### config.mk
export PLATFORM = sky130hd
export DESIGN_NAME = tscd_device_flat
export DESIGN_NICKNAME = d
export VERILOG_FILES = /design/src/logic/tscd_pkg.sv /design/src/logic/tscd_spi_if.sv /design/src/logic/tscd_device.sv /design/src/flat_wrapper.sv
export SDC_FILE = /design/constraint.sdc
export NUM_CORES = 1
export LEC_CHECK = 0
export ABC_CLOCK_PERIOD_IN_PS = 3200
export CORE_MARGIN = 2
export CORE_UTILIZATION = 60
export DETAILED_ROUTE_END_ITERATION = 7
export DONT_BUFFER_PORTS = 1
export PLACE_DENSITY = 0.84
export SYNTH_ARGS = -nofsm -noshare
export SYNTH_HDL_FRONTEND = slang
export SYNTH_SLANG_ARGS = --single-unit
export TNS_END_PERCENT = 20
### constraint.sdc
create_clock -name mclk_i -period 3.2 [get_ports mclk_i]
set_clock_uncertainty 0.2 [all_clocks]
set_input_delay 0.48 -clock mclk_i [delete_from_list [all_inputs] [get_ports mclk_i]]
set_output_delay 0.48 -clock mclk_i [all_outputs]
set_load 0.02 [all_outputs]
### src/logic/tscd_pkg.sv
/*
 Shared constants for the transceiver serial command decoder and its host end:
 command codes, field positions, byte limits and link timing.
 Assumes a 50 MHz system clock on both ends.
*/
package tscd_pkg;
	// System clock and link timing
	localparam int MCLK_MHZ      = 50;
	localparam int SCK_HALF_NS   = 160;
	localparam int SCK_HALF_CYC  = (SCK_HALF_NS * MCLK_MHZ) / 1000;
	localparam int SEL_IDLE_NS   = 50;
	localparam int SEL_IDLE_CYC  = (SEL_IDLE_NS * MCLK_MHZ + 999) / 1000;

	////////////////////////////////////////////////////////////////////////////////
	// Command words
	localparam logic [7:0] CMD_RX_FETCH   = 8'h61;
	localparam logic [7:0] CMD_TX_LOAD    = 8'ha0;
	localparam logic [7:0] CMD_TX_PURGE   = 8'he1;
	localparam logic [7:0] CMD_RX_PURGE   = 8'he2;
	localparam logic [7:0] CMD_REPEAT     = 8'he3;
	localparam logic [7:0] CMD_ACTIVATE   = 8'h50;
	localparam logic [7:0] CMD_RX_LEN     = 8'h60;
	localparam logic [7:0] CMD_TX_NOREPLY = 8'hb0;
	localparam logic [7:0] CMD_NOP        = 8'hff;
	localparam logic [2:0] CMD_REG_RD_TOP = 3'h0;
	localparam logic [2:0] CMD_REG_WR_TOP = 3'h1;
	localparam logic [4:0] CMD_REPLY_TOP  = 5'h15;

	// Activation data bytes
	localparam logic [7:0] ACT_FEATURES = 8'h73;
	localparam logic [7:0] ACT_BANK     = 8'h53;

	////////////////////////////////////////////////////////////////////////////////
	// Limits and register fields
	localparam logic [2:0] MAX_PIPE       = 3'h5;
	localparam logic [5:0] PAYLOAD_MAX    = 6'h20;
	localparam logic [4:0] BANK1_MSB_LAST = 5'h08;
	localparam logic [4:0] STATUS_ADDR    = 5'h07;
	localparam int         BANK_BIT       = 7;
	localparam int         IRQ_LO         = 4;
	localparam int         IRQ_HI         = 6;

	typedef enum logic [1:0] {TX_KIND_NORMAL, TX_KIND_NOREPLY, TX_KIND_REPLY} tscd_tx_kind_t;
endpackage

### src/logic/tscd_spi_if.sv
/*
 Serial link between the host end and the device end of the command decoder.
 Assumes the testbench instantiates it once and connects both modports.
*/
`timescale 1ns/1ps
interface tscd_spi_if;
	logic sck;
	logic sel_n;
	logic mosi;
	logic miso;
	logic miso_oe;
	logic miso_line;

	// Released data line idles high
	assign miso_line = miso_oe ? miso : 1'h1;

	modport dev (input sck, input sel_n, input mosi, output miso, output miso_oe);
	modport host (output sck, output sel_n, output mosi, input miso_line);
endinterface

### src/logic/tscd_device.sv
/*
 Device end of the serial command decoder: samples the link on the system
 clock, decodes command bytes, shifts status and read data out, and issues
 register, payload and control strobes to the internal logic.
 Assumes register, FIFO and status sources answer combinationally on mclk_i.
*/
// Functional notes
// Select falling edge starts a new command
// Status shifts out during command byte
// Command is one byte, MSB first
// Byte order by bank and register; bits MSB-first
// Register read returns up to five bytes
// Register write only in power-down or standby
// Payload fetch from byte zero, then pop
// Payload load into transmit FIFO from zero
// Transmit purge empties transmit FIFO
// Receive purge empties receive FIFO; avoid during reply
// Repeat mode resends until load or purge
// Host never toggles repeat mid-transmission
// Activate 0x73 toggles three feature commands
// Inactive features: writes ignored, reads zero
// Activate 0x53 toggles bank; bank at bit7
// Host activates only in power-down or standby
// Length query returns head payload width
// Reply payload per pipe 0-5, receive mode
// No-reply payload load in transmit mode
// All-ones byte does nothing but status
// Repeat flag set by repeat, cleared by load or purge
// Writing one to irq bit clears it
// Select high abandons; excess bytes ignored
// Unknown commands ignored apart from status
`timescale 1ns/1ps
module tscd_device
	import tscd_pkg::*;
(
	// Clock and reset
	input  wire logic           mclk_i,
	input  wire logic           rst_n_i,
	// Serial link
	tscd_spi_if.dev             spi,
	// Mode inputs
	input  wire logic           standby_i,
	input  wire logic           prim_rx_i,
	input  wire logic [6:0]     status_i,
	// Register bank
	input  wire logic [4:0][7:0] reg_rdata_i,
	input  wire logic [2:0]     reg_width_i,
	output logic      [4:0]     reg_addr_o,
	output logic                reg_bank_o,
	output logic                reg_wr_o,
	output logic      [4:0][7:0] reg_wdata_o,
	output logic      [2:0]     reg_wbytes_o,
	output logic      [2:0]     irq_clr_o,
	// Payload FIFOs
	input  wire logic [7:0]     rx_byte_i,
	input  wire logic [5:0]     rx_len_i,
	output logic      [5:0]     rx_idx_o,
	output logic                rx_pop_o,
	output logic                rx_flush_o,
	output logic      [7:0]     tx_byte_o,
	output logic                tx_byte_valid_o,
	output tscd_tx_kind_t       tx_kind_o,
	output logic      [2:0]     tx_pipe_o,
	output logic                tx_commit_o,
	output logic                tx_flush_o,
	// Feature state
	output logic                repeat_active_o,
	output logic                features_on_o
);
	typedef enum logic [1:0] {ST_IDLE, ST_CMD, ST_DATA} tscd_state_t;
	typedef enum logic [2:0] {OP_NONE, OP_RREG, OP_WREG, OP_RPL, OP_WPL, OP_RLEN, OP_ACT}
		tscd_op_t;

	tscd_state_t state;
	tscd_op_t    op;
	logic [2:0]  sck_s;
	logic [2:0]  sel_s;
	logic [1:0]  mosi_s;
	logic [2:0]  bit_cnt;
	logic [6:0]  sh_in;
	logic [6:0]  sh_out;
	logic [5:0]  byte_idx;

	// Byte position inside a register, honouring the byte order set by bank and register
	function automatic logic [2:0] byte_pos(input logic [5:0] k, input logic [2:0] w,
		input logic msb_first);
		byte_pos = msb_first ? 3'(w - 3'h1 - k[2:0]) : k[2:0];
	endfunction

	////////////////////////////////////////////////////////////////////////////////
	// Link sampling: two flops before any logic, third for edge detection
	always_ff @(posedge mclk_i or negedge rst_n_i) begin
		if (!rst_n_i) begin
			sck_s  <= 3'h0;
			sel_s  <= 3'h7;
			mosi_s <= 2'h0;
		end else begin
			sck_s  <= {sck_s[1:0], spi.sck};
			sel_s  <= {sel_s[1:0], spi.sel_n};
			mosi_s <= {mosi_s[0], spi.mosi};
		end
	end

	wire sck_rise   = sck_s[1] & ~sck_s[2];
	wire sck_fall   = ~sck_s[1] & sck_s[2];
	wire sel_fall   = ~sel_s[1] & sel_s[2];
	wire sel_rise   = sel_s[1] & ~sel_s[2];
	wire active     = (state != ST_IDLE) && !sel_rise;
	wire byte_done  = active && sck_rise && (bit_cnt == 3'h7);
	wire [7:0] next_byte = {sh_in, mosi_s[1]};

	// Command decode, with feature and mode gating
	wire feat_ok    = features_on_o;
	wire is_rreg    = next_byte[7:5] == CMD_REG_RD_TOP;
	wire is_wreg    = next_byte[7:5] == CMD_REG_WR_TOP;
	wire is_reply   = (next_byte[7:3] == CMD_REPLY_TOP) && (next_byte[2:0] <= MAX_PIPE);
	wire cmd_now    = byte_done && (state == ST_CMD);
	wire data_now   = byte_done && (state == ST_DATA);

	// Register byte order and read data selection
	wire       msb_first = reg_bank_o && (reg_addr_o <= BANK1_MSB_LAST);
	wire       in_width  = byte_idx < {3'h0, reg_width_i};
	wire [2:0] pos       = byte_pos(byte_idx, reg_width_i, msb_first);
	wire       shows_bank = !reg_bank_o && (reg_addr_o == STATUS_ADDR);
	wire [7:0] reg_sel   = reg_rdata_i[pos];
	wire [7:0] reg_byte  = (shows_bank && pos == 3'h0) ?
		{reg_bank_o, reg_sel[6:0]} : reg_sel;
	wire [7:0] status_byte = {reg_bank_o, status_i};
	wire [7:0] out_byte =
		(op == OP_RREG) ? (in_width ? reg_byte : 8'h00) :
		(op == OP_RPL)  ? rx_byte_i :
		(op == OP_RLEN) ? {2'h0, rx_len_i} : 8'h00;

	////////////////////////////////////////////////////////////////////////////////
	// Transaction state and bit counting; select high drops partial bytes
	always_ff @(posedge mclk_i or negedge rst_n_i) begin
		if (!rst_n_i) begin
			state   <= ST_IDLE;
			bit_cnt <= 3'h0;
			sh_in   <= 7'h00;
		end else if (sel_rise) begin
			state   <= ST_IDLE;
			bit_cnt <= 3'h0;
		end else if (sel_fall) begin
			state   <= ST_CMD;
			bit_cnt <= 3'h0;
		end else if (active && sck_rise) begin
			sh_in   <= next_byte[6:0];
			bit_cnt <= bit_cnt + 3'h1;
			if (cmd_now)
				state <= ST_DATA;
		end
	end

	// Decoded operation, latched when the command byte completes
	always_ff @(posedge mclk_i or negedge rst_n_i) begin
		if (!rst_n_i) begin
			op <= OP_NONE;
		end else if (sel_fall) begin
			op <= OP_NONE;
		end else if (cmd_now) begin
			if (is_rreg)
				op <= OP_RREG;
			else if (is_wreg && standby_i)
				op <= OP_WREG;
			else if (next_byte == CMD_RX_FETCH)
				op <= OP_RPL;
			else if (next_byte == CMD_TX_LOAD)
				op <= OP_WPL;
			else if (feat_ok && is_reply && prim_rx_i)
				op <= OP_WPL;
			else if (feat_ok && next_byte == CMD_TX_NOREPLY && !prim_rx_i)
				op <= OP_WPL;
			else if (feat_ok && next_byte == CMD_RX_LEN)
				op <= OP_RLEN;
			else if (next_byte == CMD_ACTIVATE && standby_i)
				op <= OP_ACT;
			else
				op <= OP_NONE;
		end
	end

	// Command fields and payload kind
	always_ff @(posedge mclk_i or negedge rst_n_i) begin
		if (!rst_n_i) begin
			reg_addr_o <= 5'h00;
			tx_pipe_o  <= 3'h0;
			tx_kind_o  <= TX_KIND_NORMAL;
		end else if (cmd_now) begin
			reg_addr_o <= next_byte[4:0];
			tx_pipe_o  <= next_byte[2:0];
			tx_kind_o  <= is_reply ? TX_KIND_REPLY :
				(next_byte == CMD_TX_NOREPLY) ? TX_KIND_NOREPLY : TX_KIND_NORMAL;
		end
	end

	// Data byte index, saturating at the payload limit
	always_ff @(posedge mclk_i or negedge rst_n_i) begin
		if (!rst_n_i)
			byte_idx <= 6'h00;
		else if (cmd_now)
			byte_idx <= 6'h00;
		else if (data_now && byte_idx < PAYLOAD_MAX)
			byte_idx <= byte_idx + 6'h01;
	end

	////////////////////////////////////////////////////////////////////////////////
	// Output shifter: status during the command byte, data afterwards
	always_ff @(posedge mclk_i or negedge rst_n_i) begin
		if (!rst_n_i) begin
			spi.miso    <= 1'h0;
			spi.miso_oe <= 1'h0;
			sh_out      <= 7'h00;
		end else if (sel_rise) begin
			spi.miso_oe <= 1'h0;
		end else if (sel_fall) begin
			spi.miso    <= status_byte[7];
			spi.miso_oe <= 1'h1;
			sh_out      <= status_byte[6:0];
		end else if (active && sck_fall) begin
			if (bit_cnt == 3'h0 && state == ST_DATA) begin
				spi.miso <= out_byte[7];
				sh_out   <= out_byte[6:0];
			end else begin
				spi.miso <= sh_out[6];
				sh_out   <= {sh_out[5:0], 1'h0};
			end
		end
	end

	////////////////////////////////////////////////////////////////////////////////
	// Register writes gathered in order, committed when select rises
	always_ff @(posedge mclk_i or negedge rst_n_i) begin
		if (!rst_n_i) begin
			reg_wdata_o  <= '0;
			reg_wr_o     <= 1'h0;
			reg_wbytes_o <= 3'h0;
			irq_clr_o    <= 3'h0;
		end else begin
			reg_wr_o  <= 1'h0;
			irq_clr_o <= 3'h0;
			if (data_now && op == OP_WREG && in_width)
				reg_wdata_o[pos] <= next_byte;
			if (sel_rise && state == ST_DATA && op == OP_WREG && byte_idx != 6'h00) begin
				reg_wr_o     <= 1'h1;
				reg_wbytes_o <= in_width ? byte_idx[2:0] : reg_width_i;
				if (shows_bank)
					irq_clr_o <= reg_wdata_o[0][IRQ_HI:IRQ_LO];
			end
		end
	end

	// Payload strobes toward the FIFOs
	always_ff @(posedge mclk_i or negedge rst_n_i) begin
		if (!rst_n_i) begin
			tx_byte_o       <= 8'h00;
			tx_byte_valid_o <= 1'h0;
			tx_commit_o     <= 1'h0;
			rx_idx_o        <= 6'h00;
			rx_pop_o        <= 1'h0;
		end else begin
			tx_byte_valid_o <= 1'h0;
			tx_commit_o     <= 1'h0;
			rx_pop_o        <= 1'h0;
			if (data_now && op == OP_WPL && byte_idx < PAYLOAD_MAX) begin
				tx_byte_o       <= next_byte;
				tx_byte_valid_o <= 1'h1;
			end
			if (cmd_now)
				rx_idx_o <= 6'h00;
			else if (data_now && op == OP_RPL && byte_idx < PAYLOAD_MAX)
				rx_idx_o <= byte_idx + 6'h01;
			if (sel_rise && state == ST_DATA && byte_idx != 6'h00) begin
				tx_commit_o <= op == OP_WPL;
				rx_pop_o    <= op == OP_RPL;
			end
		end
	end

	////////////////////////////////////////////////////////////////////////////////
	// Immediate commands: purges and repeat; activation toggles on its first data byte
	always_ff @(posedge mclk_i or negedge rst_n_i) begin
		if (!rst_n_i) begin
			tx_flush_o      <= 1'h0;
			rx_flush_o      <= 1'h0;
			repeat_active_o <= 1'h0;
			features_on_o   <= 1'h0;
			reg_bank_o      <= 1'h0;
		end else begin
			tx_flush_o <= cmd_now && next_byte == CMD_TX_PURGE;
			rx_flush_o <= cmd_now && next_byte == CMD_RX_PURGE;
			// Cleared by load or purge; repeat only meaningful in transmit mode
			if (cmd_now && (next_byte == CMD_TX_LOAD || next_byte == CMD_TX_PURGE))
				repeat_active_o <= 1'h0;
			else if (cmd_now && next_byte == CMD_REPEAT && !prim_rx_i)
				repeat_active_o <= 1'h1;
			if (data_now && op == OP_ACT && byte_idx == 6'h00) begin
				if (next_byte == ACT_FEATURES)
					features_on_o <= !features_on_o;
				if (next_byte == ACT_BANK)
					reg_bank_o <= !reg_bank_o;
			end
		end
	end
endmodule

### src/flat_wrapper.sv
// flat-port wrapper written by rule: the top's interface ports become plain ports
module tscd_device_flat import tscd_pkg::*;
  (mclk_i, rst_n_i, standby_i, prim_rx_i, status_i, reg_rdata_i, reg_width_i, reg_addr_o, reg_bank_o, reg_wr_o, reg_wdata_o, reg_wbytes_o, irq_clr_o, rx_byte_i, rx_len_i, rx_idx_o, rx_pop_o, rx_flush_o, tx_byte_o, tx_byte_valid_o, tx_kind_o, tx_pipe_o, tx_commit_o, tx_flush_o, repeat_active_o, features_on_o, spi_sck, spi_sel_n, spi_mosi, spi_miso, spi_miso_oe);
  tscd_spi_if spi_i ();
  input  wire logic mclk_i;
  input  wire logic rst_n_i;
  input  wire logic standby_i;
  input  wire logic prim_rx_i;
  input  wire logic [6:0] status_i;
  input  wire logic [4:0][7:0] reg_rdata_i;
  input  wire logic [2:0] reg_width_i;
  output logic      [4:0] reg_addr_o;
  output logic reg_bank_o;
  output logic reg_wr_o;
  output logic      [4:0][7:0] reg_wdata_o;
  output logic      [2:0] reg_wbytes_o;
  output logic      [2:0] irq_clr_o;
  input  wire logic [7:0] rx_byte_i;
  input  wire logic [5:0] rx_len_i;
  output logic      [5:0] rx_idx_o;
  output logic rx_pop_o;
  output logic rx_flush_o;
  output logic      [7:0] tx_byte_o;
  output logic tx_byte_valid_o;
  output tscd_tx_kind_t tx_kind_o;
  output logic      [2:0] tx_pipe_o;
  output logic tx_commit_o;
  output logic tx_flush_o;
  output logic repeat_active_o;
  output logic features_on_o;
  input wire logic [$bits(spi_i.sck)-1:0] spi_sck;
  input wire logic [$bits(spi_i.sel_n)-1:0] spi_sel_n;
  input wire logic [$bits(spi_i.mosi)-1:0] spi_mosi;
  output wire logic [$bits(spi_i.miso)-1:0] spi_miso;
  output wire logic [$bits(spi_i.miso_oe)-1:0] spi_miso_oe;
  assign spi_i.sck = spi_sck;
  assign spi_i.sel_n = spi_sel_n;
  assign spi_i.mosi = spi_mosi;
  assign spi_miso = spi_i.miso;
  assign spi_miso_oe = spi_i.miso_oe;
  tscd_device u_core (.mclk_i(mclk_i), .rst_n_i(rst_n_i), .spi(spi_i), .standby_i(standby_i), .prim_rx_i(prim_rx_i), .status_i(status_i), .reg_rdata_i(reg_rdata_i), .reg_width_i(reg_width_i), .reg_addr_o(reg_addr_o), .reg_bank_o(reg_bank_o), .reg_wr_o(reg_wr_o), .reg_wdata_o(reg_wdata_o), .reg_wbytes_o(reg_wbytes_o), .irq_clr_o(irq_clr_o), .rx_byte_i(rx_byte_i), .rx_len_i(rx_len_i), .rx_idx_o(rx_idx_o), .rx_pop_o(rx_pop_o), .rx_flush_o(rx_flush_o), .tx_byte_o(tx_byte_o), .tx_byte_valid_o(tx_byte_valid_o), .tx_kind_o(tx_kind_o), .tx_pipe_o(tx_pipe_o), .tx_commit_o(tx_commit_o), .tx_flush_o(tx_flush_o), .repeat_active_o(repeat_active_o), .features_on_o(features_on_o));
endmodule
# [After elaboration in Yosys (flattened, before gate mapping)]
# Cells that the tools add are included.
[totals] register_bits=117 in_bits=71 out_inout_bits=81
[classes] addsub=4 order_cmp=6 eq_ne=22 mux=51 bitwise_logic=10 reduce_logical=61
[op_table] op="3-bit two-way mux" count=17
[op_table] op="8-bit two-way mux" count=6
[op_table] op="40-bit bitwise mux" count=1
[op_table] op="8-bit by 7-bit == test with 1-bit output, second input constant" count=5
[op_table] op="8-bit == test, second input constant" count=5
[op_table] op="1-bit logical AND" count=37
[op_table] op="6-bit two-way mux" count=5
[op_table] op="8-bit binary-select mux with 3-bit select" count=1
[op_table] op="8-bit demux with 3-bit select" count=1
[op_table] op="7-bit two-way mux" count=3
[op_table] op="2-bit nonzero test" count=7
[op_table] op="3-bit == test, second input constant" count=4
[op_table] op="1-bit two-way mux" count=12
[op_table] op="2-bit two-way mux" count=5
[op_table] op="3-bit zero test" count=3
[op_table] op="2-bit AND reduction" count=4
[op_table] op="6-bit by 1-bit adder with 6-bit output, second input constant" count=1
[op_table] op="3-bit by 1-bit == test with 1-bit output, second input constant" count=2
[op_table] op="3-bit by 2-bit == test with 1-bit output, second input constant" count=2
[op_table] op="6-bit zero test" count=1
[op_table] op="6-bit by 3-bit less-than comparator with 1-bit output" count=1
[op_table] op="6-bit less-than comparator, second input constant" count=1
[op_table] op="1-bit inverter" count=6
[op_table] op="3-bit nonzero test" count=2
[op_table] op="other kinds (16)" count=22

# [Logic depth before layout (Yosys ltp)]
# Gate-level depths: netlist of run 1.
[logic_depth] depth_word=12 depth_mapped=9 depth_no_buf=9

# [Worst setup path before layout of run 1]
# OpenSTA, ideal clock, no wires.
[synth_timing] path_kind="register to register" startpoint="register u_core.byte_idx[0]" endpoint="register u_core.reg_wdata_o[32] in the netlist's numbering" setup_time_ps=125 t_arrival_ps=2470 required_ps=2875 setup_slack_ps=405 stages_incl_launch_ff=10 n_path_buf=0 cell_sequence="dfrtp_1 > inv_1 > ha_1 > inv_1 > fa_1 > a21oi_1 > nand2_1 > nor4_4 > a21boi_4 > mux2_2"
[synth_via] elab_chain_len=7 word_cells_on_any_way=10 classes_between="1 x add/sub; 3 x order compare; 4 x mux; 2 x reduce/logical"
[synth_rtl] item="start, declared" line="tscd_device.sv:82" rtl="logic [5:0] byte_idx;"
[synth_rtl] item="start signal, assigned" line="tscd_device.sv:204" rtl="byte_idx <= byte_idx + 6'h01;"
[synth_rtl] item="3-bit subtractor" line="tscd_device.sv:87" rtl="byte_pos = msb_first ? 3'(w - 3'h1 - k[2:0]) : k[2:0];"
[synth_rtl] item="3-bit two-way mux" line="tscd_device.sv:87"
[synth_rtl] item="3-bit by 4-bit less-than comparator with 1-bit output (not written as such) or 3-bit by 1-bit >= comparator with 1-bit output (tied branches)" line="tscd_device.sv:243" rtl="reg_wdata_o[pos] <= next_byte;"
[synth_rtl] item="1-bit logical AND (not written as such)" line="tscd_device.sv:243"
[synth_rtl] item="8-bit two-way mux (not written as such)" line="tscd_device.sv:243"
[synth_rtl] item="8-bit demux with 3-bit select"
[synth_rtl] item="40-bit bitwise mux" line="tscd_device.sv:243"
[synth_rtl] item="end signal, assigned by index" line="tscd_device.sv:243"
[synth_rtl] item="end, declared" line="tscd_device.sv:51" rtl="output logic [4:0][7:0] reg_wdata_o,"
# Several ways; a longest one is shown, not always the timed one.
# A chain may end at the register's enable or synchronous reset.

# [Worst setup path in the final report of run 1]
[layout_timing] startpoint="register u_core.byte_idx[0]" endpoint="register u_core.reg_wdata_o[15] in the netlist's numbering"
# The elaborated chain is that of the path after synthesis.

==> metrics, run 1 <==
IR drop worst, VDD=0.688 mV; adder and majority gate portion of the synthesized area=0.0229; share of synthesized area occupied by flip-flops and latches=0.494; Worst Tran Pin Value=0.716 ns; first-pass GRT wire length=24.3 mm; total clock sinks=114; maximum fanout along the worst path=8; most prevalent standard cell on the critical path=sky130_fd_sc_hd__inv_1; Warnings, synthesis=0; post-synthesis simple-gate area fraction=0.178; WP data arrival=3.23 ns; largest buffer count on any clock path=2; Async SR Flop Fraction=1.00; area of the mapped netlist=0.00578 mm2; layout cells sized above 1=0.220; drt pass-1 iters=6; initial cell density of the core=0.623; path type of the worst setup path=reg -> reg; global-route usage over all layers=0.312; H-tree depth=4; Hold WC Path Type=in -> reg; width of the chip=102 um; commonest non-fill, non-tap cell in the layout=sky130_fd_sc_hd__dfrtp_1; Nets=642; number of remaining DRC errors=0; routed vias/inst=6.52; FF+latch count, synth=114; outcome=finished clean; Routed Wire Length=15.8 mm; count of routing violations after the opening detailed-route iteration=213; clock latency at the later pin of the worst-skew pair=0.52 ns; Final ANT Viol Nets=0; critical path capture point type=flip-flop; synthesized-area fraction occupied by ao, oa, aoi and oai cells=0.144; share of the cycle needed by the critical path after routing=0.948; largest incremental delay on the critical path=0.46 ns; number of global-route vias before repair=4594; final antenna diode count=0; Die Span Y=102 um; number of enable-type register cells in the synthesized netlist=0; Worst Setup Start Kind=flip-flop; setup slack, reg-to-reg=0.17 ns; library cell occupying the most area in the post-synthesis netlist=sky130_fd_sc_hd__dfrtp_1; Top Family by Delay on Critical Path=simple AND/OR/NAND/NOR gates; average size of a mapped cell=10.6 um2; leakage power total=0.00299 uW; number of unique standard cell types used by synthesis=69; net count after synthesis=628; worst slew slack as a fraction of its limit=0.522; pin count of the biggest net entering global routing=115; Wirelength per Cell=22.4 um; top cells by area in the synthesized netlist=sky130_fd_sc_hd__dfrtp_1 48%, sky130_fd_sc_hd__mux2_2 11%, sky130_fd_sc_hd__a211oi_1 3.2%; placeable core region=0.00928 mm2; total negative setup slack=0 ns; number of antenna violations at the first check in global routing=0; final critical delay including setup and external delays=3.03 ns; library cell contributing the largest single delay on the critical path=sky130_fd_sc_hd__dfrtp_1; RSZ-0062 raised after global routing=false; Max Clock Freq=330 MHz; total via count in the routed design=4584; worst hold path stage count=2; data required time at the worst endpoint=3.40 ns; num ports=152; final hold violation count=0; Pins Over Slew Limit=0; synthesized instance count=547; fraction of synthesized area in multiplexers=0.111; routability congestion estimate from global placement=0.921; half-perimeter wire length after placement=10.7 mm; total number of cells along the worst setup path=9; number of cell rows=35; dominant combinational cell family by area after synthesis=simple AND/OR/NAND/NOR gates; final number of setup-violating endpoints=0; TritonCTS clock tree=built; number of input and output port buffers inserted=0; Bufs and invs on worst path=2; Clock Root Buffer=sky130_fd_sc_hd__clkbuf_8; number of buffers inserted during clock tree synthesis=17; fin worst setup slack=0.166 ns; XOR/XNOR Fraction of Synth Area=0.0136; number of cell instances on the worst register-to-register path=9; power density normalized to cell area=579 mW/mm2; clock transition time at the flip-flop clock pins of the worst setup and hold paths=0.06 ns; most common flop cell mapped by yosys=sky130_fd_sc_hd__dfrtp_1; GRT Residual Overflow=0; commonest cells after routing, fill and taps aside=111 x sky130_fd_sc_hd__dfrtp_1, 55 x sky130_fd_sc_hd__mux2_2, 41 x sky130_fd_sc_hd__nand2_1; worst setup timing slack at the placement stage=0.252 ns; die area=0.0104 mm2; post-CTS repair timing setup buffer count=0; proportion of netlist area held by the largest area contributor=0.481; worst path cell trace=inv_1 -> ha_1 -> inv_1 -> fa_1 -> xnor2_1 -> nor4b_1 -> or2_1 -> nand3_2 -> mux2_2; area growth from synthesis to layout=14.5%; max cap viols=0
-- worst paths after layout --
kind	startpoint	end
min in group asynchronous	rst_n_i	u_core.sh_out[5]
worst max-delay path	u_core.byte_idx[0]	u_core.reg_wdata_o[15]
worst min-delay path	reg_rdata_i[29]	u_core.sh_out[5]
worst max register to register	u_core.byte_idx[0]	u_core.reg_wdata_o[15]
worst min register to register	u_core.sel_s[0]	u_core.sel_s[1]
max in group asynchronous	rst_n_i	u_core.reg_wdata_o[6]
-- per-stage QoR --
| stage | hold slack [ns] | cell area, um2 | power (uW) | utilization | cells |
|---|---|---|---|---|---|
| floorplan | -0.0156 | 5780 | 1860 | - | 547 |
| global placement | -0.0128 | 5950 | 1960 | 0.640 | 663 |
| detailed placement | -0.0129 | 5950 | 1970 | 0.640 | 663 |
| CTS | -0.561 | 6580 | 3800 | 0.709 | 701 |
| global route | 0.0226 | 6620 | 3960 | 0.713 | 703 |
| finish | 0.0115 | 6620 | 3830 | 0.713 | 703 |
-- area by class of cell --
| cell class | count | area, um2 |
|---|---|---|
| inverter | 20 | 75.1 |
| multi-input combinational | 382 | 2720 |
| clock inverter | 15 | 160 |
| fill | 681 | 2660 |
| tap | 129 | 161 |
| timing repair buffer | 26 | 233 |
| sequential | 114 | 2860 |
| clock buffer | 17 | 414 |
-- cells in the mapped netlist, drive strengths merged, types with 4 or more instances --
| library cell | count |
|---|---|
| a211oi | 25 |
| a21boi | 5 |
| a21oi | 17 |
| a221oi | 5 |
| a22oi | 5 |
| and2 | 5 |
| and3 | 18 |
| buf | 7 |
| clkbuf | 24 |
| dfrtp | 111 |
| ha | 9 |
| inv | 20 |
| mux2 | 55 |
| nand2 | 41 |
| nand2b | 4 |
| nand3 | 23 |
| nand4 | 6 |
| nor2 | 37 |
| nor2b | 13 |
| nor3 | 17 |
| nor4 | 4 |
| o21ai | 23 |
| o31a | 4 |
| o31ai | 13 |
| or2 | 4 |
| xnor2 | 6 |
-- worst register-to-register path, stage by stage, from the launching register on --
cell and delay (ns):
sky130_fd_sc_hd__dfrtp_1 0.46, sky130_fd_sc_hd__inv_1 0.15, sky130_fd_sc_hd__ha_1 0.17, sky130_fd_sc_hd__inv_1 0.05, sky130_fd_sc_hd__fa_1 0.41, sky130_fd_sc_hd__xnor2_1 0.20, sky130_fd_sc_hd__nor4b_1 0.37, sky130_fd_sc_hd__or2_1 0.29
sky130_fd_sc_hd__nand3_2 0.24, sky130_fd_sc_hd__mux2_2 0.37
-- routing by layer --
layer | share of wire | track usage
met4 | 0.027 | 0.138
met3 | 0.097 | 0.0903
met1 | 0.37 | 0.379
met2 | 0.50 | 0.521
met5 | 0 | 0
-- repair_timing --
item	in CTS	in global routing
hold endpoints to repair	120	114
hold buffers	6	2
setup endpoints to repair	0	7
gates resized for setup	0	1
-- sequential cells by signal, indices dropped and copies added, names as in the netlist, 2 cells and up --
name                 cells
u_core.sh_out            7
u_core.rx_idx_o          6
u_core.tx_pipe_o         2
u_core.reg_addr_o        3
u_core.reg_wbytes_o      3
u_core.mosi_s            2
u_core.bit_cnt           3
u_core.op                3
u_core.sh_in             7
u_core.byte_idx          6
u_core.sck_s             3
u_core.state             2
u_core.reg_wdata_o      40
u_core.irq_clr_o         3
u_core.tx_byte_o         8
u_core.tx_kind_o         2
u_core.sel_s             3
-- cells by family (layout without fill, tap and decap cells) --
group,after synthesis,count (layout)
xor gates and xnor gates,9,9
muxes,57,57
DFF,114,114
adders and majority gates,10,10
and+or+nand+nor,189,189
AOI/OAI and AO/OA,117,117
buffers and inverters,51,78
-- power by group --
group	internal, uW	total [uW]	leakage [uW]	switching [uW]
clock network	1110	1830	0.000267	716
logic	134	316	0.00119	183
registers	1510	1690	0.00153	180
(Power assumes the default switching activity.)
==> inputs of run 2 (changes only) <==
--- a/config.mk
+++ b/config.mk
@@ -6,11 +6,14 @@
 export NUM_CORES = 1
 export LEC_CHECK = 0
 export ABC_CLOCK_PERIOD_IN_PS = 3200
+export CELL_PAD_IN_SITES_DETAIL_PLACEMENT = 1
+export CELL_PAD_IN_SITES_GLOBAL_PLACEMENT = 1
+export CORE_ASPECT_RATIO = 0.9
 export CORE_MARGIN = 2
-export CORE_UTILIZATION = 60
+export CORE_UTILIZATION = 49
 export DETAILED_ROUTE_END_ITERATION = 7
 export DONT_BUFFER_PORTS = 1
-export PLACE_DENSITY = 0.84
+export PLACE_DENSITY = 0.88
 export SYNTH_ARGS = -nofsm -noshare
 export SYNTH_HDL_FRONTEND = slang
 export SYNTH_SLANG_ARGS = --single-unit
==> metrics, run 2 (synthesized netlist as in run 1, its figures left out) <==
RSZ-0062 raised after global routing=false; num ports=152; Max Clock Freq=322 MHz; pin count of the biggest net entering global routing=115; post-route met1 wirelength=7.46 mm; outcome=finished, violations left; Nets=638; number of input and output port buffers inserted=0; number of buffers inserted during clock tree synthesis=17; width of the chip=118 um; final number of setup-violating endpoints=0; Pins Over Slew Limit=0; commonest cells after routing, fill and taps aside=111 x sky130_fd_sc_hd__dfrtp_1, 55 x sky130_fd_sc_hd__mux2_2, 40 x sky130_fd_sc_hd__nand2_1; post-CTS repair timing setup buffer count=0; worst slew slack as a fraction of its limit=0.541; clock transition time at the flip-flop clock pins of the worst setup and hold paths=0.06 ns; total via count in the routed design=4608; Worst Setup Start Kind=flip-flop; clock latency at the later pin of the worst-skew pair=0.42 ns; Final ANT Viol Nets=0; TritonCTS clock tree=built; sum of met3 wire segment lengths after detailed routing=1.44 mm; Clock Root Buffer=sky130_fd_sc_hd__clkbuf_16; final critical delay including setup and external delays=3.11 ns; count of routing violations after the opening detailed-route iteration=315; data required time at the worst endpoint=3.30 ns; number of cell rows=37; Multi-input gate area=0.00274 mm2; area growth from synthesis to layout=14.6%; failing checks=negative hold slack; final antenna diode count=0; half-perimeter wire length after placement=12.4 mm; final instance area=0.00662 mm2; IR drop worst, VDD=0.412 mV; maximum fanout along the worst path=8; routability congestion estimate from global placement=0.932; first-pass GRT wire length=29.1 mm; placeable core region=0.0115 mm2; Hold-fix buffers, CTS=3; max cap viols=0; power density normalized to cell area=587 mW/mm2; drt pass-1 iters=5; commonest non-fill, non-tap cell in the layout=sky130_fd_sc_hd__dfrtp_1; share of the cycle needed by the critical path after routing=0.972; leakage power total=0.00299 uW; Register Area=0.00286 mm2; final hold violation count=114; path type of the worst setup path=reg -> reg; number of antenna violations at the first check in global routing=1; initial cell density of the core=0.503; H-tree depth=4; die area=0.0127 mm2; filler instances=1236; GRT Residual Overflow=0; Die Span Y=107 um; Hold WC Path Type=in -> async; number of global-route vias before repair=4914; flip-flop count of the largest register after layout=40; instance area at placement=0.00599 mm2; routed vias/inst=6.35; register with the most flip-flops=u_core.reg_wdata_o; layout cells sized above 1=0.225; critical path capture point type=flip-flop; Routed Wire Length=18.7 mm; Worst Tran Pin Value=0.683 ns; total clock sinks=114; number of remaining DRC errors=0; largest buffer count on any clock path=2; WP data arrival=3.21 ns; total met2 wirelength after detailed routing=9.42 mm; Wirelength per Cell=25.7 um; total negative setup slack=0 ns; Top Registers=u_core.reg_wdata_o: 40 flops, u_core.tx_byte_o: 8 flops; global-route usage over all layers=0.305; Power, Total=3890 uW; Top Metal Used=met5; minimum hold slack=-0.446 ns
-- run 2: cell types whose count changed in the layout (fill, tap and decap cells not counted), sizes merged --
cell         change
dlygate4sd3      -4
inv              +8
clkinv           -3
bufinv           -1
clkinvlp         -4
-- run 2: cell type report --
type                    count  share of cell area
well taps                 156              0.0295
clock inverters            15              0.0244
multi-input cells         382               0.413
clock buffers              17              0.0642
flip-flops and latches    114               0.431
repair buffers             22              0.0261
inverters                  20              0.0113
-- run 2: power breakdown --
part           internal, uW  total (uW)  switching, uW
clock                  1110        1910            799
sequential             1510        1690            188
combinational           126         290            165
total                  2740        3890           1150
-- run 2: through the flow --
step / hold WS, ns / util / instances / worst slack, ns
2_1_floorplan: -0.0156 / - / 547 / 0.405
3_3_place_gp: -0.00990 / 0.521 / 691 / 0.364
3_5_place_dp: -0.0116 / 0.521 / 691 / 0.166
4_1_cts: -0.455 / 0.576 / 726 / 0.00908
5_1_grt: -0.455 / 0.577 / 726 / 0.0140
6_report: -0.446 / 0.577 / 726 / 0.0905
-- run 2: final timing paths --
kind | start | endpoint | slack (ns) | cells past startpoint
setup / recovery | u_core.byte_idx[0] | u_core.reg_wdata_o[1] | 0.09 | 9
min in group mclk_i | prim_rx_i | u_core.repeat_active_o | 0.05 | 2
hold reg to reg | u_core.sck_s[0] | u_core.sck_s[1] | 0.15 | 0
hold / removal | rst_n_i | u_core.rx_flush_o | -0.45 | 0
setup reg to reg | u_core.byte_idx[0] | u_core.reg_wdata_o[1] | 0.09 | 9
max in group asynchronous | rst_n_i | u_core.sel_s[0] | 3.01 | 0
-- run 2: worst max-delay path, stage by stage (launching register included) --
cell                      delay, ns
sky130_fd_sc_hd__dfrtp_1       0.45
sky130_fd_sc_hd__inv_1         0.17
sky130_fd_sc_hd__ha_1          0.16
sky130_fd_sc_hd__inv_1         0.05
sky130_fd_sc_hd__fa_1          0.41
sky130_fd_sc_hd__xnor2_1       0.22
sky130_fd_sc_hd__nor4b_2       0.34
sky130_fd_sc_hd__or2_1         0.34
sky130_fd_sc_hd__nand3_2       0.26
sky130_fd_sc_hd__mux2_2        0.38
-- run 2: routing by layer --
metal / track usage / vias up
met2: 0.530 / 193
met1: 0.366 / 2367
met4: 0.0867 / 2
li1: - / 2015
met3: 0.0952 / 31
met5: 0 / -
-- run 2: repair_timing --
item,CTS,global route
endpoints found under the setup margin,1,40
gates resized for setup,1,3
endpoints found under the hold margin,117,114
==> inputs of run 3 (changes only) <==
--- a/config.mk
+++ b/config.mk
@@ -13,7 +13,8 @@
 export CORE_UTILIZATION = 49
 export DETAILED_ROUTE_END_ITERATION = 7
 export DONT_BUFFER_PORTS = 1
-export PLACE_DENSITY = 0.88
+export GPL_TIMING_DRIVEN = 0
+export PLACE_DENSITY = 0.83
 export SYNTH_ARGS = -nofsm -noshare
 export SYNTH_HDL_FRONTEND = slang
 export SYNTH_SLANG_ARGS = --single-unit
==> metrics, run 3 (synthesized netlist as in run 1, its figures left out) <==
Hold WC Path Type=in -> async; Top Registers=u_core.reg_wdata_o: 40 flops, u_core.tx_byte_o: 8 flops; number of input and output port buffers inserted=0; critical path capture point type=flip-flop; IR drop worst, VDD=0.364 mV; H-tree depth=4; first-pass GRT wire length=28.4 mm; maximum fanout along the worst path=8; share of the cycle needed by the critical path after routing=0.978; number of cell rows=37; Multi-input gate area=0.00273 mm2; number of placed instances, taps included=703; WP data arrival=3.23 ns; half-perimeter wire length after placement=12.5 mm; Register Area=0.00286 mm2; total negative setup slack=0 ns; GRT Residual Overflow=0; TritonCTS clock tree=built; Top Family by Delay on Critical Path=simple AND/OR/NAND/NOR gates; commonest cells after routing, fill and taps aside=111 x sky130_fd_sc_hd__dfrtp_1, 55 x sky130_fd_sc_hd__mux2_2, 40 x sky130_fd_sc_hd__nand2_1; number of remaining DRC errors=0; power density normalized to cell area=584 mW/mm2; Nets=652; Hold-fix buffers, CTS=3; width of the chip=118 um; routability congestion estimate from global placement=0.893; max cap viols=0; final antenna diode count=0; minimum hold slack=-0.436 ns; final critical delay including setup and external delays=3.13 ns; worst setup timing slack at the placement stage=-0.133 ns; Power, Total=3880 uW; Clock Root Buffer=sky130_fd_sc_hd__clkbuf_16; Final ANT Viol Nets=0; data required time at the worst endpoint=3.31 ns; area growth from synthesis to layout=14.8%; layout cells sized above 1=0.204; die area=0.0127 mm2; number of buffers inserted during clock tree synthesis=17; clock transition time at the flip-flop clock pins of the worst setup and hold paths=0.06 ns; Worst Tran Pin Value=0.656 ns; commonest non-fill, non-tap cell in the layout=sky130_fd_sc_hd__dfrtp_1; leakage power total=0.00296 uW; worst slew slack as a fraction of its limit=0.556; clock latency at the later pin of the worst-skew pair=0.42 ns; Bufs and invs on worst path=2; number of global-route vias before repair=5018; register with the most flip-flops=u_core.reg_wdata_o; Pins Over Slew Limit=0; final number of setup-violating endpoints=0; largest buffer count on any clock path=2; routed vias/inst=6.26; Die Span Y=107 um; Routed Wire Length=18.0 mm; count of routing violations after the opening detailed-route iteration=270; placeable core region=0.0115 mm2; largest incremental delay on the critical path=0.48 ns; pin count of the biggest net entering global routing=115; num ports=152; Wirelength per Cell=24.3 um; filler instances=1282; number of antenna violations at the first check in global routing=0; final hold violation count=114; path type of the worst setup path=reg -> reg; global-route usage over all layers=0.295; total via count in the routed design=4631; outcome=finished, violations left; fin worst setup slack=0.0716 ns; Max Clock Freq=320 MHz; total clock sinks=114; library cell contributing the largest single delay on the critical path=sky130_fd_sc_hd__dfrtp_1; initial cell density of the core=0.503; flip-flop count of the largest register after layout=40; RSZ-0062 raised after global routing=false; Worst Setup Start Kind=flip-flop; failing checks=negative hold slack; drt pass-1 iters=5; post-route non-filler standard cell count=740; worst path cell trace=inv_2 -> ha_1 -> inv_1 -> fa_1 -> xnor2_1 -> nor4_1 -> or2_2 -> nand3_2 -> mux2_2
## run 3: cell count changes in the layout (fill, tap and decap cells not counted), sizes merged
cell      previous run  this run
buf                 19         9
clkinvlp             1         3
inv                 31        27
clkbuf              17        42
clkinv               2         3
## run 3: routing by layer
metal  share of wire  up-vias  track usage
met5               0        -            0
li1                -     2050            -
met1            0.42     2379        0.361
met3           0.078       28       0.0931
met2            0.49      174        0.495
met4           0.017        0        0.103
## run 3: final timing paths
check	cells past startpoint	slack, ns	from	to
worst max register to register	9	0.07	u_core.byte_idx[0]	u_core.reg_wdata_o[26]
worst min-delay path	0	-0.44	rst_n_i	u_core.tx_kind_o[0]
min in group mclk_i	2	0.07	prim_rx_i	u_core.repeat_active_o
max in group asynchronous	0	2.99	rst_n_i	u_core.sel_s[0]
worst max-delay path	9	0.07	u_core.byte_idx[0]	u_core.reg_wdata_o[26]
worst min register to register	0	0.16	u_core.mosi_s[0]	u_core.mosi_s[1]
## run 3: timing repair
item                       4_1_cts  5_1_grt
hold endpoints to repair       117      114
buffers inserted                 2        0
setup endpoints to repair       42       43
resized for setup                3        3
pin swaps                        1        1
## run 3: where the power goes
group / switching, uW / leakage (uW) / internal, uW / total [uW]
clock network: 758 / 0.000278 / 1110 / 1870
registers: 76.9 / 0.00153 / 1510 / 1590
logic: 284 / 0.00115 / 138 / 422
total: 1120 / 0.00296 / 2760 / 3880
## run 3: worst register-to-register path, cell delays in order (launching register included)
cell and delay [ns]:
sky130_fd_sc_hd__dfrtp_1 0.48, sky130_fd_sc_hd__inv_2 0.15, sky130_fd_sc_hd__ha_1 0.17, sky130_fd_sc_hd__inv_1 0.05
sky130_fd_sc_hd__fa_1 0.42, sky130_fd_sc_hd__xnor2_1 0.45, sky130_fd_sc_hd__nor4_1 0.15, sky130_fd_sc_hd__or2_2 0.36
sky130_fd_sc_hd__nand3_2 0.21, sky130_fd_sc_hd__mux2_2 0.38
## run 3: area by class of cell
type                    count  share of cell area
plain buffers              31              0.0207
clock buffers              18              0.0662
clock inverters            14              0.0219
inverters                  20              0.0113
multi-input cells         382               0.411
flip-flops and latches    114               0.430
well taps                 156              0.0294
repair buffers              5             0.00867
## run 3: through the flow
step	utilization	area [um2]	hold slack [ns]
after global routing	0.578	6640	-0.466
after global placement	0.520	5980	-0.0125
after detailed placement	0.520	5980	-0.0123
after floorplan	-	5780	-0.0156
after CTS	0.577	6630	-0.456
final	0.578	6640	-0.436
